===== src/rtl/arsr_regs.svh =====
// Register offsets, field positions and reset values for the audio route select bank
`ifndef ARSR_REGS_SVH
`define ARSR_REGS_SVH
`define ARSR_OFS_START      8'h17
`define ARSR_OFS_SRC_LO     8'h18
`define ARSR_OFS_SRC_HI     8'h19
`define ARSR_RST_START      8'h04
`define ARSR_RST_SRC_LO     8'h10
`define ARSR_RST_SRC_HI     8'h32
`define ARSR_START_A_LSB    0
`define ARSR_START_B_LSB    2
`define ARSR_START_RSV_LSB  4
`define ARSR_SRC_LO_LSB     0
`define ARSR_SRC_HI_LSB     4
`define ARSR_SLOTS_PAIR     3'h1
`define ARSR_SLOTS_TDM      3'h3
`endif


===== src/rtl/arsr_pkg.sv =====
// Types shared by the audio route select bank
package arsr_pkg;
  typedef logic [3:0] arsr_src_type;
  typedef logic [2:0] arsr_chan_type;
  typedef enum logic [1:0] {
    ARSR_IDLE  = 2'b00,
    ARSR_PIN_A = 2'b01,
    ARSR_PIN_B = 2'b10
  } arsr_state_type;
endpackage : arsr_pkg


===== src/rtl/arsr_fifo_if.sv =====
// Valid/ready carrier between the slot sequencer and the output FIFO
`timescale 1ns/1ns
interface arsr_fifo_if #(parameter int WIDTH = 28);
  logic [WIDTH-1:0] wdata;
  logic             wvalid;
  logic             wready;
  logic [WIDTH-1:0] rdata;
  logic             rvalid;
  logic             rready;
  modport fifo (input wdata, wvalid, rready, output wready, rdata, rvalid);
  modport user (output wdata, wvalid, rready, input wready, rdata, rvalid);
endinterface : arsr_fifo_if


===== src/rtl/arsr_fifo.sv =====
// Output word FIFO with registered read data
`timescale 1ns/1ns
module arsr_fifo #(
  parameter int WIDTH = 28,
  parameter int DEPTH = 16
) (
  // Clock and control
  input  wire logic clk,
  input  wire logic srst,
  input  wire logic ce,
  // Data path
  arsr_fifo_if.fifo bus
);
  localparam int AW = $clog2(DEPTH);

  logic [WIDTH-1:0] mem [DEPTH];
  logic [AW-1:0]    wr_ptr_r;
  logic [AW-1:0]    rd_ptr_r;
  logic [AW:0]      cnt_r;
  logic [WIDTH-1:0] out_data_r;
  logic             out_valid_r;
  logic             push;
  logic             load;

  // Full is honest: the source stalls once the memory is full
  assign bus.wready = (cnt_r != (AW+1)'(DEPTH));
  assign push       = bus.wvalid && bus.wready;
  assign load       = (cnt_r != '0) && (!out_valid_r || bus.rready);
  assign bus.rvalid = out_valid_r;
  assign bus.rdata  = out_data_r;

  ////////////////////////////////////////////////////////////////////////////
  always_ff @(posedge clk) begin
    if (ce && push) begin
      mem[wr_ptr_r] <= bus.wdata;
    end
  end

  always_ff @(posedge clk) begin
    if (srst) begin
      wr_ptr_r <= '0;
      rd_ptr_r <= '0;
      cnt_r    <= '0;
    end else if (ce) begin
      if (push) begin
        wr_ptr_r <= (wr_ptr_r == AW'(DEPTH-1)) ? '0 : wr_ptr_r + 1'b1;
      end
      if (load) begin
        rd_ptr_r <= (rd_ptr_r == AW'(DEPTH-1)) ? '0 : rd_ptr_r + 1'b1;
      end
      cnt_r <= cnt_r + (AW+1)'(push) - (AW+1)'(load);
    end
  end

  always_ff @(posedge clk) begin
    if (srst) begin
      out_valid_r <= 1'b0;
      out_data_r  <= '0;
    end else if (ce) begin
      if (load) begin
        out_valid_r <= 1'b1;
        out_data_r  <= mem[rd_ptr_r];
      end else if (bus.rready) begin
        out_valid_r <= 1'b0;
      end
    end
  end
endmodule : arsr_fifo


===== src/rtl/arsr_top.sv =====
// Audio route select register bank with ADC serial slot sequencer and converter source muxes
`timescale 1ns/1ns
`include "arsr_regs.svh"
module arsr_top #(
  parameter int DW    = 24,
  parameter int DEPTH = 16
) (
  // Clock, reset, enable
  input  wire logic                   clk,
  input  wire logic                   srst,
  input  wire logic                   ce,
  // Host control port
  input  wire logic [7:0]             reg_addr,
  input  wire logic                   reg_wr,
  input  wire logic                   reg_rd,
  input  wire logic [7:0]             reg_wdata,
  output logic      [7:0]             reg_rdata,
  output logic                        reg_rvalid,
  // Converter source inputs and outputs
  input  wire logic                   sample_strobe,
  input  wire logic [DW-1:0]          adc_data [4],
  input  wire logic [DW-1:0]          serial_in_data [8],
  output logic      [DW-1:0]          conv_data [4],
  output logic      [3:0]             conv_valid,
  // ADC serial output framing
  input  wire logic                   serial_format_select,
  input  wire logic                   frame_strobe,
  input  wire logic [DW-1:0]          slot_data [8],
  output logic                        frame_busy,
  // Serial slot stream
  output logic                        ser_valid,
  input  wire logic                   ser_ready,
  output logic                        ser_pin_b,
  output arsr_pkg::arsr_chan_type     ser_chan,
  output logic      [DW-1:0]          ser_data
);
  import arsr_pkg::*;

  localparam int FW = DW + 4;

  logic [7:0]      start_r;
  logic [7:0]      src_lo_r;
  logic [7:0]      src_hi_r;
  arsr_state_type  state_r;
  logic [2:0]      cnt_r;
  logic [DW-1:0]   snap_r [8];
  arsr_chan_type   chan;
  logic [2:0]      last_cnt;
  logic            push;
  arsr_src_type    src [4];

  arsr_fifo_if #(.WIDTH(FW)) fq ();

  function automatic arsr_chan_type start_chan(input logic [1:0] code);
    return {code, 1'b0};
  endfunction : start_chan

  function automatic logic src_ok(input arsr_src_type code);
    return code[3] || code[2];
  endfunction : src_ok

  ////////////////////////////////////////////////////////////////////////////
  // Register bank; reserved bits are stored as written
  always_ff @(posedge clk) begin
    if (srst) begin
      start_r  <= `ARSR_RST_START;
      src_lo_r <= `ARSR_RST_SRC_LO;
      src_hi_r <= `ARSR_RST_SRC_HI;
    end else if (ce && reg_wr) begin
      unique case (reg_addr)
        `ARSR_OFS_START:  start_r  <= reg_wdata;
        `ARSR_OFS_SRC_LO: src_lo_r <= reg_wdata;
        `ARSR_OFS_SRC_HI: src_hi_r <= reg_wdata;
        default: ;
      endcase
    end
  end

  // Unmapped offsets read as zero
  always_ff @(posedge clk) begin
    if (srst) begin
      reg_rdata  <= 8'h00;
      reg_rvalid <= 1'b0;
    end else if (ce) begin
      reg_rvalid <= reg_rd;
      if (reg_rd) begin
        unique case (reg_addr)
          `ARSR_OFS_START:  reg_rdata <= start_r;
          `ARSR_OFS_SRC_LO: reg_rdata <= src_lo_r;
          `ARSR_OFS_SRC_HI: reg_rdata <= src_hi_r;
          default:          reg_rdata <= 8'h00;
        endcase
      end
    end
  end

  ////////////////////////////////////////////////////////////////////////////
  // Converter source muxes
  assign src[0] = src_lo_r[`ARSR_SRC_LO_LSB +: 4];
  assign src[1] = src_lo_r[`ARSR_SRC_HI_LSB +: 4];
  assign src[2] = src_hi_r[`ARSR_SRC_LO_LSB +: 4];
  assign src[3] = src_hi_r[`ARSR_SRC_HI_LSB +: 4];

  for (genvar k = 0; k < 4; k++) begin : g_conv
    // Reserved codes drive silence rather than a stale sample
    always_ff @(posedge clk) begin
      if (srst) begin
        conv_data[k]  <= '0;
        conv_valid[k] <= 1'b0;
      end else if (ce && sample_strobe) begin
        conv_valid[k] <= src_ok(src[k]);
        if (src[k][3]) begin
          conv_data[k] <= serial_in_data[src[k][2:0]];
        end else if (src[k][2]) begin
          conv_data[k] <= adc_data[src[k][1:0]];
        end else begin
          conv_data[k] <= '0;
        end
      end
    end
  end

  ////////////////////////////////////////////////////////////////////////////
  // Slot sequencer: pin A then pin B, each from its start channel upward
  assign last_cnt = serial_format_select ? `ARSR_SLOTS_TDM : `ARSR_SLOTS_PAIR;
  assign chan = (state_r == ARSR_PIN_B)
              ? start_chan(start_r[`ARSR_START_B_LSB +: 2]) + cnt_r
              : start_chan(start_r[`ARSR_START_A_LSB +: 2]) + cnt_r;
  assign fq.wvalid = (state_r != ARSR_IDLE);
  assign fq.wdata  = {(state_r == ARSR_PIN_B), chan, snap_r[chan]};
  assign push      = ce && fq.wvalid && fq.wready;
  assign frame_busy = (state_r != ARSR_IDLE);

  // A frame strobe while busy is ignored; a full FIFO stalls the walk
  always_ff @(posedge clk) begin
    if (srst) begin
      state_r <= ARSR_IDLE;
      cnt_r   <= 3'h0;
    end else if (ce) begin
      unique case (state_r)
        ARSR_IDLE: begin
          if (frame_strobe) begin
            state_r <= ARSR_PIN_A;
            cnt_r   <= 3'h0;
          end
        end
        ARSR_PIN_A, ARSR_PIN_B: begin
          if (push) begin
            if (cnt_r == last_cnt) begin
              cnt_r   <= 3'h0;
              state_r <= (state_r == ARSR_PIN_A) ? ARSR_PIN_B : ARSR_IDLE;
            end else begin
              cnt_r <= cnt_r + 3'h1;
            end
          end
        end
        default: state_r <= ARSR_IDLE;
      endcase
    end
  end

  always_ff @(posedge clk) begin
    if (ce && frame_strobe && state_r == ARSR_IDLE) begin
      snap_r <= slot_data;
    end
  end

  arsr_fifo #(.WIDTH(FW), .DEPTH(DEPTH)) u_fifo (
    .clk  (clk),
    .srst (srst),
    .ce   (ce),
    .bus  (fq.fifo)
  );

  assign fq.rready = ser_ready && ce;
  assign ser_valid = fq.rvalid;
  assign ser_pin_b = fq.rdata[FW-1];
  assign ser_chan  = fq.rdata[DW +: 3];
  assign ser_data  = fq.rdata[DW-1:0];

  ////////////////////////////////////////////////////////////////////////////
  // Assertions
  property p_start_a;
    @(posedge clk) disable iff (srst)
    push && state_r == ARSR_PIN_A && cnt_r == 3'h0 |-> fq.wdata[DW +: 3] == {start_r[1:0], 1'b0};
  endproperty
  a_start_a: assert property (p_start_a) else $error("Pin A first channel wrong");

  property p_start_b_rst;
    @(posedge clk) srst ##1 !srst |-> start_r[3:2] == 2'b01 && start_r[1:0] == 2'b00;
  endproperty
  a_start_b_rst: assert property (p_start_b_rst) else $error("Start fields reset wrong");

  property p_order;
    @(posedge clk) disable iff (srst)
    push && cnt_r != last_cnt |=> fq.wdata[DW +: 3] == $past(fq.wdata[DW +: 3]) + 3'h1;
  endproperty
  a_order: assert property (p_order) else $error("Channels out of order");

  property p_pin_switch;
    @(posedge clk) disable iff (srst)
    push && state_r == ARSR_PIN_A && cnt_r == last_cnt |=> state_r == ARSR_PIN_B && cnt_r == 3'h0;
  endproperty
  a_pin_switch: assert property (p_pin_switch) else $error("Pin B did not follow");

  property p_conv0_adc;
    @(posedge clk) disable iff (srst)
    ce && sample_strobe && src_lo_r[3:2] == 2'b01
      |=> conv_data[0] == $past(adc_data[src_lo_r[1:0]]) && conv_valid[0];
  endproperty
  a_conv0_adc: assert property (p_conv0_adc) else $error("Converter 0 ADC route wrong");

  property p_src_rst;
    @(posedge clk) srst ##1 !srst |-> src_lo_r == 8'h10 && src_hi_r == 8'h32;
  endproperty
  a_src_rst: assert property (p_src_rst) else $error("Source registers reset wrong");

  property p_conv3_rsv;
    @(posedge clk) disable iff (srst)
    ce && sample_strobe && src_hi_r[7:6] == 2'b00 |=> !conv_valid[3] && conv_data[3] == '0;
  endproperty
  a_conv3_rsv: assert property (p_conv3_rsv) else $error("Reserved code routed data");

  property p_conv2_ser;
    @(posedge clk) disable iff (srst)
    ce && sample_strobe && src_hi_r[3]
      |=> conv_data[2] == $past(serial_in_data[src_hi_r[2:0]]);
  endproperty
  a_conv2_ser: assert property (p_conv2_ser) else $error("Converter 2 serial route wrong");

  property p_rsv_rw;
    @(posedge clk) disable iff (srst)
    ce && reg_wr && reg_addr == 8'h17 ##1 ce && reg_rd && reg_addr == 8'h17
      |=> reg_rdata[7:4] == $past(reg_wdata[7:4], 2);
  endproperty
  a_rsv_rw: assert property (p_rsv_rw) else $error("Reserved bits not read back");

  c_pin_b: cover property (@(posedge clk) push && state_r == ARSR_PIN_B);
  c_full:  cover property (@(posedge clk) fq.wvalid && !fq.wready);
  c_rsv:   cover property (@(posedge clk) sample_strobe && !src_ok(src[0]));
endmodule : arsr_top


===== config.mk =====
export PLATFORM = sky130hd
export DESIGN_NAME = arsr_top
export DESIGN_NICKNAME = d
export VERILOG_FILES = /design/src/rtl/arsr_pkg.sv /design/src/rtl/arsr_fifo_if.sv /design/src/rtl/arsr_fifo.sv /design/src/rtl/arsr_top.sv
export VERILOG_INCLUDE_DIRS = /design/src /design/src/rtl
export SDC_FILE = /design/constraint.sdc
export NUM_CORES = 1
export LEC_CHECK = 0
export BUFFER_PORTS_ARGS = -buffer_cell sky130_fd_sc_hd__buf_4
export CAP_MARGIN = 20
export CELL_PAD_IN_SITES_DETAIL_PLACEMENT = 1
export CELL_PAD_IN_SITES_GLOBAL_PLACEMENT = 1
export CORE_MARGIN = 4
export CORE_UTILIZATION = 33
export CTS_CLUSTER_SIZE = 10
export DETAILED_ROUTE_END_ITERATION = 8
export PLACE_DENSITY_LB_ADDON = 0.1
export RECOVER_POWER = 25
export SYNTH_ARGS = -nofsm -noshare
export SYNTH_HDL_FRONTEND = slang
export SYNTH_SLANG_ARGS = --single-unit

===== constraint.sdc =====
create_clock -name clk -period 8.43 [get_ports clk]
set_input_delay 2.1075 -clock clk [delete_from_list [all_inputs] [get_ports clk]]
set_output_delay 2.1075 -clock clk [all_outputs]
set_load 0.01 [all_outputs]

* Yosys cells after proc, flatten, opt, wreduce, memory -nomap -nowiden
Memories as Yosys holds them, arrays and structs flattened. A register that Yosys moved wholly into a read port is not among the register bits.
Index checks and enable logic that the tools add are counted.
** Storage, ports and cells
- Bits in registers :: 344
- Bits in latches :: 0
- RAM bits :: 448
- Bits in read-only memories :: 0
- Bits of input ports :: 505
- Word-level logic and storage cells :: 149
- Memories :: 1
** Memories
- u_fifo.mem :: depth 16, bits a word 28, read ports 1, clocked after Yosys merged registers in 1, wr ports 1, RTL line arsr_fifo.sv:16 : logic [WIDTH-1:0] mem [DEPTH];
** Cells by class
- Add/sub/neg operators :: 7
- $mul :: 0
- Divide/modulo/power cells :: 0
- $lt $le $gt $ge :: 9
- Equality and inequality tests :: 12
- Shifts and indexed selects :: 0
- Muxes and demuxes :: 53
- Bitwise logic cells :: 9
- Reduce and logical (&&, ||, !) cells :: 31
** Operator list (number)
- $mux W24 :: 26
- $bmux W24 S3 :: 5
- $bmux W24 S2 :: 4
- $eq A8 B5 Y1 const B :: 3
- $pmux W8 S3 :: 1
- $ge A4 B4 Y1 const B :: 5
- $not A3 Y4 :: 5
- $reduce_and A2 Y1 :: 7
- $ge A3 B3 Y1 const B :: 4
- $mux W3 :: 4
- $not A2 Y3 :: 4
- $logic_and A1 B1 Y1 :: 10
- $mux W2 :: 5
- $add A4 B1 Y4 const B :: 2
- $eq A4 B4 Y1 const B :: 2
- $mux W4 :: 2
- $reduce_and A4 Y1 :: 2
- $add A3 B3 Y3 :: 2
- $ne A2 B2 Y1 const B :: 3
- $pmux W3 S2 :: 1
- $reduce_bool A2 Y1 :: 3
- $add A5 B1 Y5 :: 1
- $logic_or A1 B1 Y1 :: 5
- $ne A5 B5 Y1 const B :: 1
- other kinds (11) :: 14

* Logic depth before layout (Yosys ltp)
- Depth after elaboration :: 6
- Mapped depth :: 14
- Mapped depth without buffers :: 14

* By module
From an unflattened synthesis, not the netlist that was laid out.
** Unflattened totals
- Cells, all modules :: 2829
- Area, all modules :: 39984.6 um2
** Modules (own cells, without submodules)
- arsr_top :: instances 1, cells an instance 1839, area an instance 21271.7 um2, sequential area each 8528.2 um2
- arsr_fifo :: instances 1, cells an instance 990, area an instance 18712.9 um2, sequential area each 14293.7 um2

* Least setup slack after synthesis
OpenSTA, ideal clock, no wires.
- Path kind :: input port to flip-flop
- From :: in ce
- To :: reg cnt_r[2]
- Setup time :: 0.070 ns
- Arrival time :: 8.288 ns
- Required time :: 8.360 ns
- Path slack :: 0.071 ns
- Stages :: 5
- Cell sequence :: clkbuf_1 and3_1 mux2i_1 or4b_1 a21oi_1
** Between the ends
- Cells in the longest elaborated chain, start to end :: 4
** RTL lines
- start, declared :: RTL line arsr_top.sv:11 : input wire logic ce,
- $logic_and A1 B1 Y1 (2 in series) :: RTL line arsr_top.sv:131 : assign push = ce && fq.wvalid && fq.wready;
- $ne A2 B2 Y1 (no line)
- $reduce_and A4 Y1 (no line) (*)
- end signal, assigned :: RTL line arsr_top.sv:153 : cnt_r <= cnt_r + 3'h1;
- end, declared :: RTL line arsr_top.sv:45 : logic [2:0] cnt_r;
Mark *: on every way between the ends. The rest lies on a longest branch, timed or not.
A chain may end at the register's enable or synchronous reset.

* Final worst setup path
- From :: reg state_r[0]
- To :: mem u_fifo.mem[6][11], data pin
** Between the ends
- Cells in the longest elaborated chain, start to end :: 6
** RTL lines
- start, declared :: RTL line arsr_top.sv:44 : arsr_state_type state_r;
- start signal, assigned :: RTL line arsr_top.sv:151 : state_r <= (state_r == ARSR_PIN_A) ? ARSR_PIN_B : ARSR_IDLE;
- $eq A2 B2 Y1
- named net fq.wdata[27] :: RTL line arsr_fifo_if.sv:4 : logic [WIDTH-1:0] wdata;
- $mux W3 :: RTL line arsr_top.sv:126 : assign chan = (state_r == ARSR_PIN_B)
- named net chan[1] :: RTL line arsr_top.sv:47 : arsr_chan_type chan;
- $not A3 Y4 (implied by the code) :: RTL line arsr_top.sv:130 : assign fq.wdata = {(state_r == ARSR_PIN_B), chan, snap_r[chan]};
- $bmux W24 S3 :: RTL line arsr_top.sv:130
- $mux W24 (implied by the code) (2 in series) :: RTL line arsr_top.sv:130
- named net fq.wdata[11] :: RTL line arsr_fifo_if.sv:4
- end, declared :: RTL line arsr_fifo.sv:16
The timed path passes the listed nets, and every way through them passes these cells. The select of a mux whose other input is x is not followed.

==> impl_metrics.csv <==
group,metric,value,unit
yosys,ys_warn_count,0,
yosys,ys_ff_latch,820,
timing,clock_skew,0.0553,ns
global_routing,grt_max_degree,192,
timing,period_needed,6.08,ns
cts,postCtsHoldBufs,0,
floorplanning,core_area,120000,um^2
global_routing,grt_usage,24.3,%
yosys,syn_area,39700,um^2
finish,drive_gt1_share,38.4,%
worst_setup_path,critical_path.max_stage_delay,2.34,ns
yosys,synth.top_cells.by_area,"edfxtp_1 (48%), mux4_2 (19%), dfxtp_1 (9.1%)",
timing,rsz0062_at_grt,"no",
floorplanning,die_y,355,um
route,firstDrtPassIters,7,
cts,cts_num_sinks,820,
yosys,synth_edf_count,640,
finish,area_growth,24.2,%
floorplanning,die_x,355,um
yosys,ys_async_sr_fraction,0,%
timing,fin_ws,2.35,ns
timing,period_share,72.1,%
timing,final-setup-viol-count,0,
placed_design,port_buffers,643,
finish,nFillCells,12300,
cts,cts.clk_slew.worst_paths,0.06,ns
placed_design,hpwl,103,mm
timing,fmax,165,MHz
yosys,postSynthAreaPerCell,14.9,um^2
cts,htree_num_levels,3,
placed_design,place_area,46400,um^2
finish,final_cell_mix,"edfxtp_1 (640), buf_4 (489), mux4_2 (328), o21ai_0 (208), mux2i_1 (206)",
worst_setup_path,critPathSlowestCell,"clkbuf_1",
route,drt-initial-drc-count,2377,
yosys,synth_area_leader_cell,"edfxtp_1",
cts,post_cts_resized,0,
outcome,status,"finished with violations",
timing,tightest_slew,3.25,ns
placed_design,routabilityCongestion,0.861,
global_routing,antenna_found_initial,51,
yosys,syn-num-nets,3192,
power_and_ir_drop,vdd_ir_drop_max,0.000196,V
finish,final_area,49400,um^2
timing,hold_violations,0,
power_and_ir_drop,powerDensity,215,nW/um^2
global_routing,grt_overflow_total,0,
timing,slew_viol_final,139,
worst_setup_path,crit_path_cell_trace,"inv_1 > ha_1 > mux2_1 > ha_4 > clkbuf_1 > mux2i_1 > nand2_1 > o221ai_1 > o21ai_1 > buf_6",
route,drt-vias-per-instance,5.61,
yosys,synthDistinctLibCells,53,
power_and_ir_drop,p_total,10.6,mW
worst_setup_path,worstSetupPathType,"reg2reg",
placed_design,pre_cts_ws,3.20,ns
floorplanning,rows,127,
floorplanning,dieArea,126000,um^2
global_routing,grt_first_pass_wirelength,223,mm
cts,postCtsSetupRepairBufs,0,
cts,cts-root-buf,"clkbuf_16",
timing,finalSetupTns,0,ns
cts,clk_path_buf_depth,3,
yosys,synthFlopType,"edfxtp_1",
route,wl,156,mm
cts,cts_buffers,99,
cts,clk_latency,0.70,ns
worst_setup_path,required,8.96,ns
min_path,min_path_type,"reg2reg",
worst_setup_path,end_kind,"flop",
worst_setup_path,start_kind,"flop",
floorplanning,ios,644,
yosys,synth_cells,2669,
route,avgRoutedWirePerCell,31.3,um
worst_setup_path,critical_path.max_fanout,47,
yosys,ys_seq_area_share,57.4,%
global_routing,grt_pass1_vias,30500,
route,antenna_left,0,
timing,slew-limit-headroom,-116,%
run,cap_violations,4,
worst_setup_path,crit_arrival,6.61,ns
yosys,synthDominantCellAreaShare,48.4,%
floorplanning,initial_utilization,33.2,%
route,drc,0,
timing,hold_slack,0.467,ns
route,vias,28000,
finish,final_common_cell,"edfxtp_1",
outcome,violations,"capacitance limit, slew limit",
cts,cts_tree,"yes",
power_and_ir_drop,p_leak,17.1,nW
finish,nNetsFinal,3779,
layer usage:
layer	GRT usage (%)	vias to the layer above	part of all wire, %
met3	5.14	245	6.0
met4	9.45	14	3.6
met1	32.5	14800	43
li1	-	11900	-
met5	0	-	0.068
met2	38.8	993	48
metrics by stage:
step	util [%]	cells
finish	41.2	4983
global route	41.2	4980
CTS	41.2	4934
detailed placement	38.7	4759
global placement	38.6	4749
floorplan	-	2669
synthesized netlist by cell type, drive strengths merged (2+ instances only):
master,count
a21o,2
nand3b,2
mux4,328
a211o,32
o221ai,25
a222oi,8
o21ai,226
nor2b,12
dfxtp,180
and3,3
mux2i,206
xnor2,4
xor2,3
clkbuf,138
nor3b,2
buf,98
or4b,2
edfxtp,640
nand2,75
inv,17
a211oi,98
nand2b,10
a31oi,2
nand3,3
ha,17
nor2,206
o211ai,2
and2,5
nor3,12
a21oi,201
mux2,98
cell families after synthesis:
family	share of synthesized area, %
AO/OA/AOI/OAI	8.92
XOR/XNOR	0.154
multiplexers	26.6
buffers and inverters	2.73
AND/OR/NAND/NOR	3.64
flip-flops	57.4
adder cells (fa/ha/maj)	0.586
power by group:
group | internal (mW) | switching [mW] | leakage, nW
combinational | 0.813 | 0.935 | 8.39
sequential | 4.71 | 0.175 | 7.30
clock | 2.26 | 1.73 | 1.42
final timing paths:
kind         slack, ns           startpoint                   to  cells past startpoint
max reg2reg       2.35           state_r[0]    u_fifo.mem[6][11]                     10
max               2.35           state_r[0]    u_fifo.mem[6][11]                     10
min               0.47  u_fifo.bus.rdata[7]  u_fifo.bus.rdata[7]                      1
min reg2reg       0.47  u_fifo.bus.rdata[7]  u_fifo.bus.rdata[7]                      1
area by class of cell:
cell class	count	area, um^2	area share [%]
inverter	17	63.8	0.129
timing repair buffer	722	5410	11.0
sequential	820	22900	46.3
clock buffer	146	2670	5.42
antenna	41	103	0.208
clock inverter	29	308	0.624
tap	1612	2020	4.09
multi-input combinational	1596	15900	32.3
state kept, by name, summed over array words and instances, names as in the netlist:
register / cells
u_fifo.mem: 448
snap_r: 192
conv_data: 96
u_fifo.bus.rdata: 28
reg_rdata: 8
src_hi_r: 8
src_lo_r: 8
start_r: 8
u_fifo.cnt_r: 5
conv_valid: 4
u_fifo.rd_ptr_r: 4
u_fifo.wr_ptr_r: 4
cnt_r: 3
state_r: 2
reg_rvalid: 1
u_fifo.bus.rvalid: 1
critical path, delay by kind of cell (launching register included):
kind            cells  cell delay (ns)
compound gates      2             0.80
flops               1             0.33
mux                 2             0.69
buf+inv             3             2.69
simple gates        1             0.17
fa+ha+maj           2             1.19
Note: power is estimated with default switching activity, not from simulation.
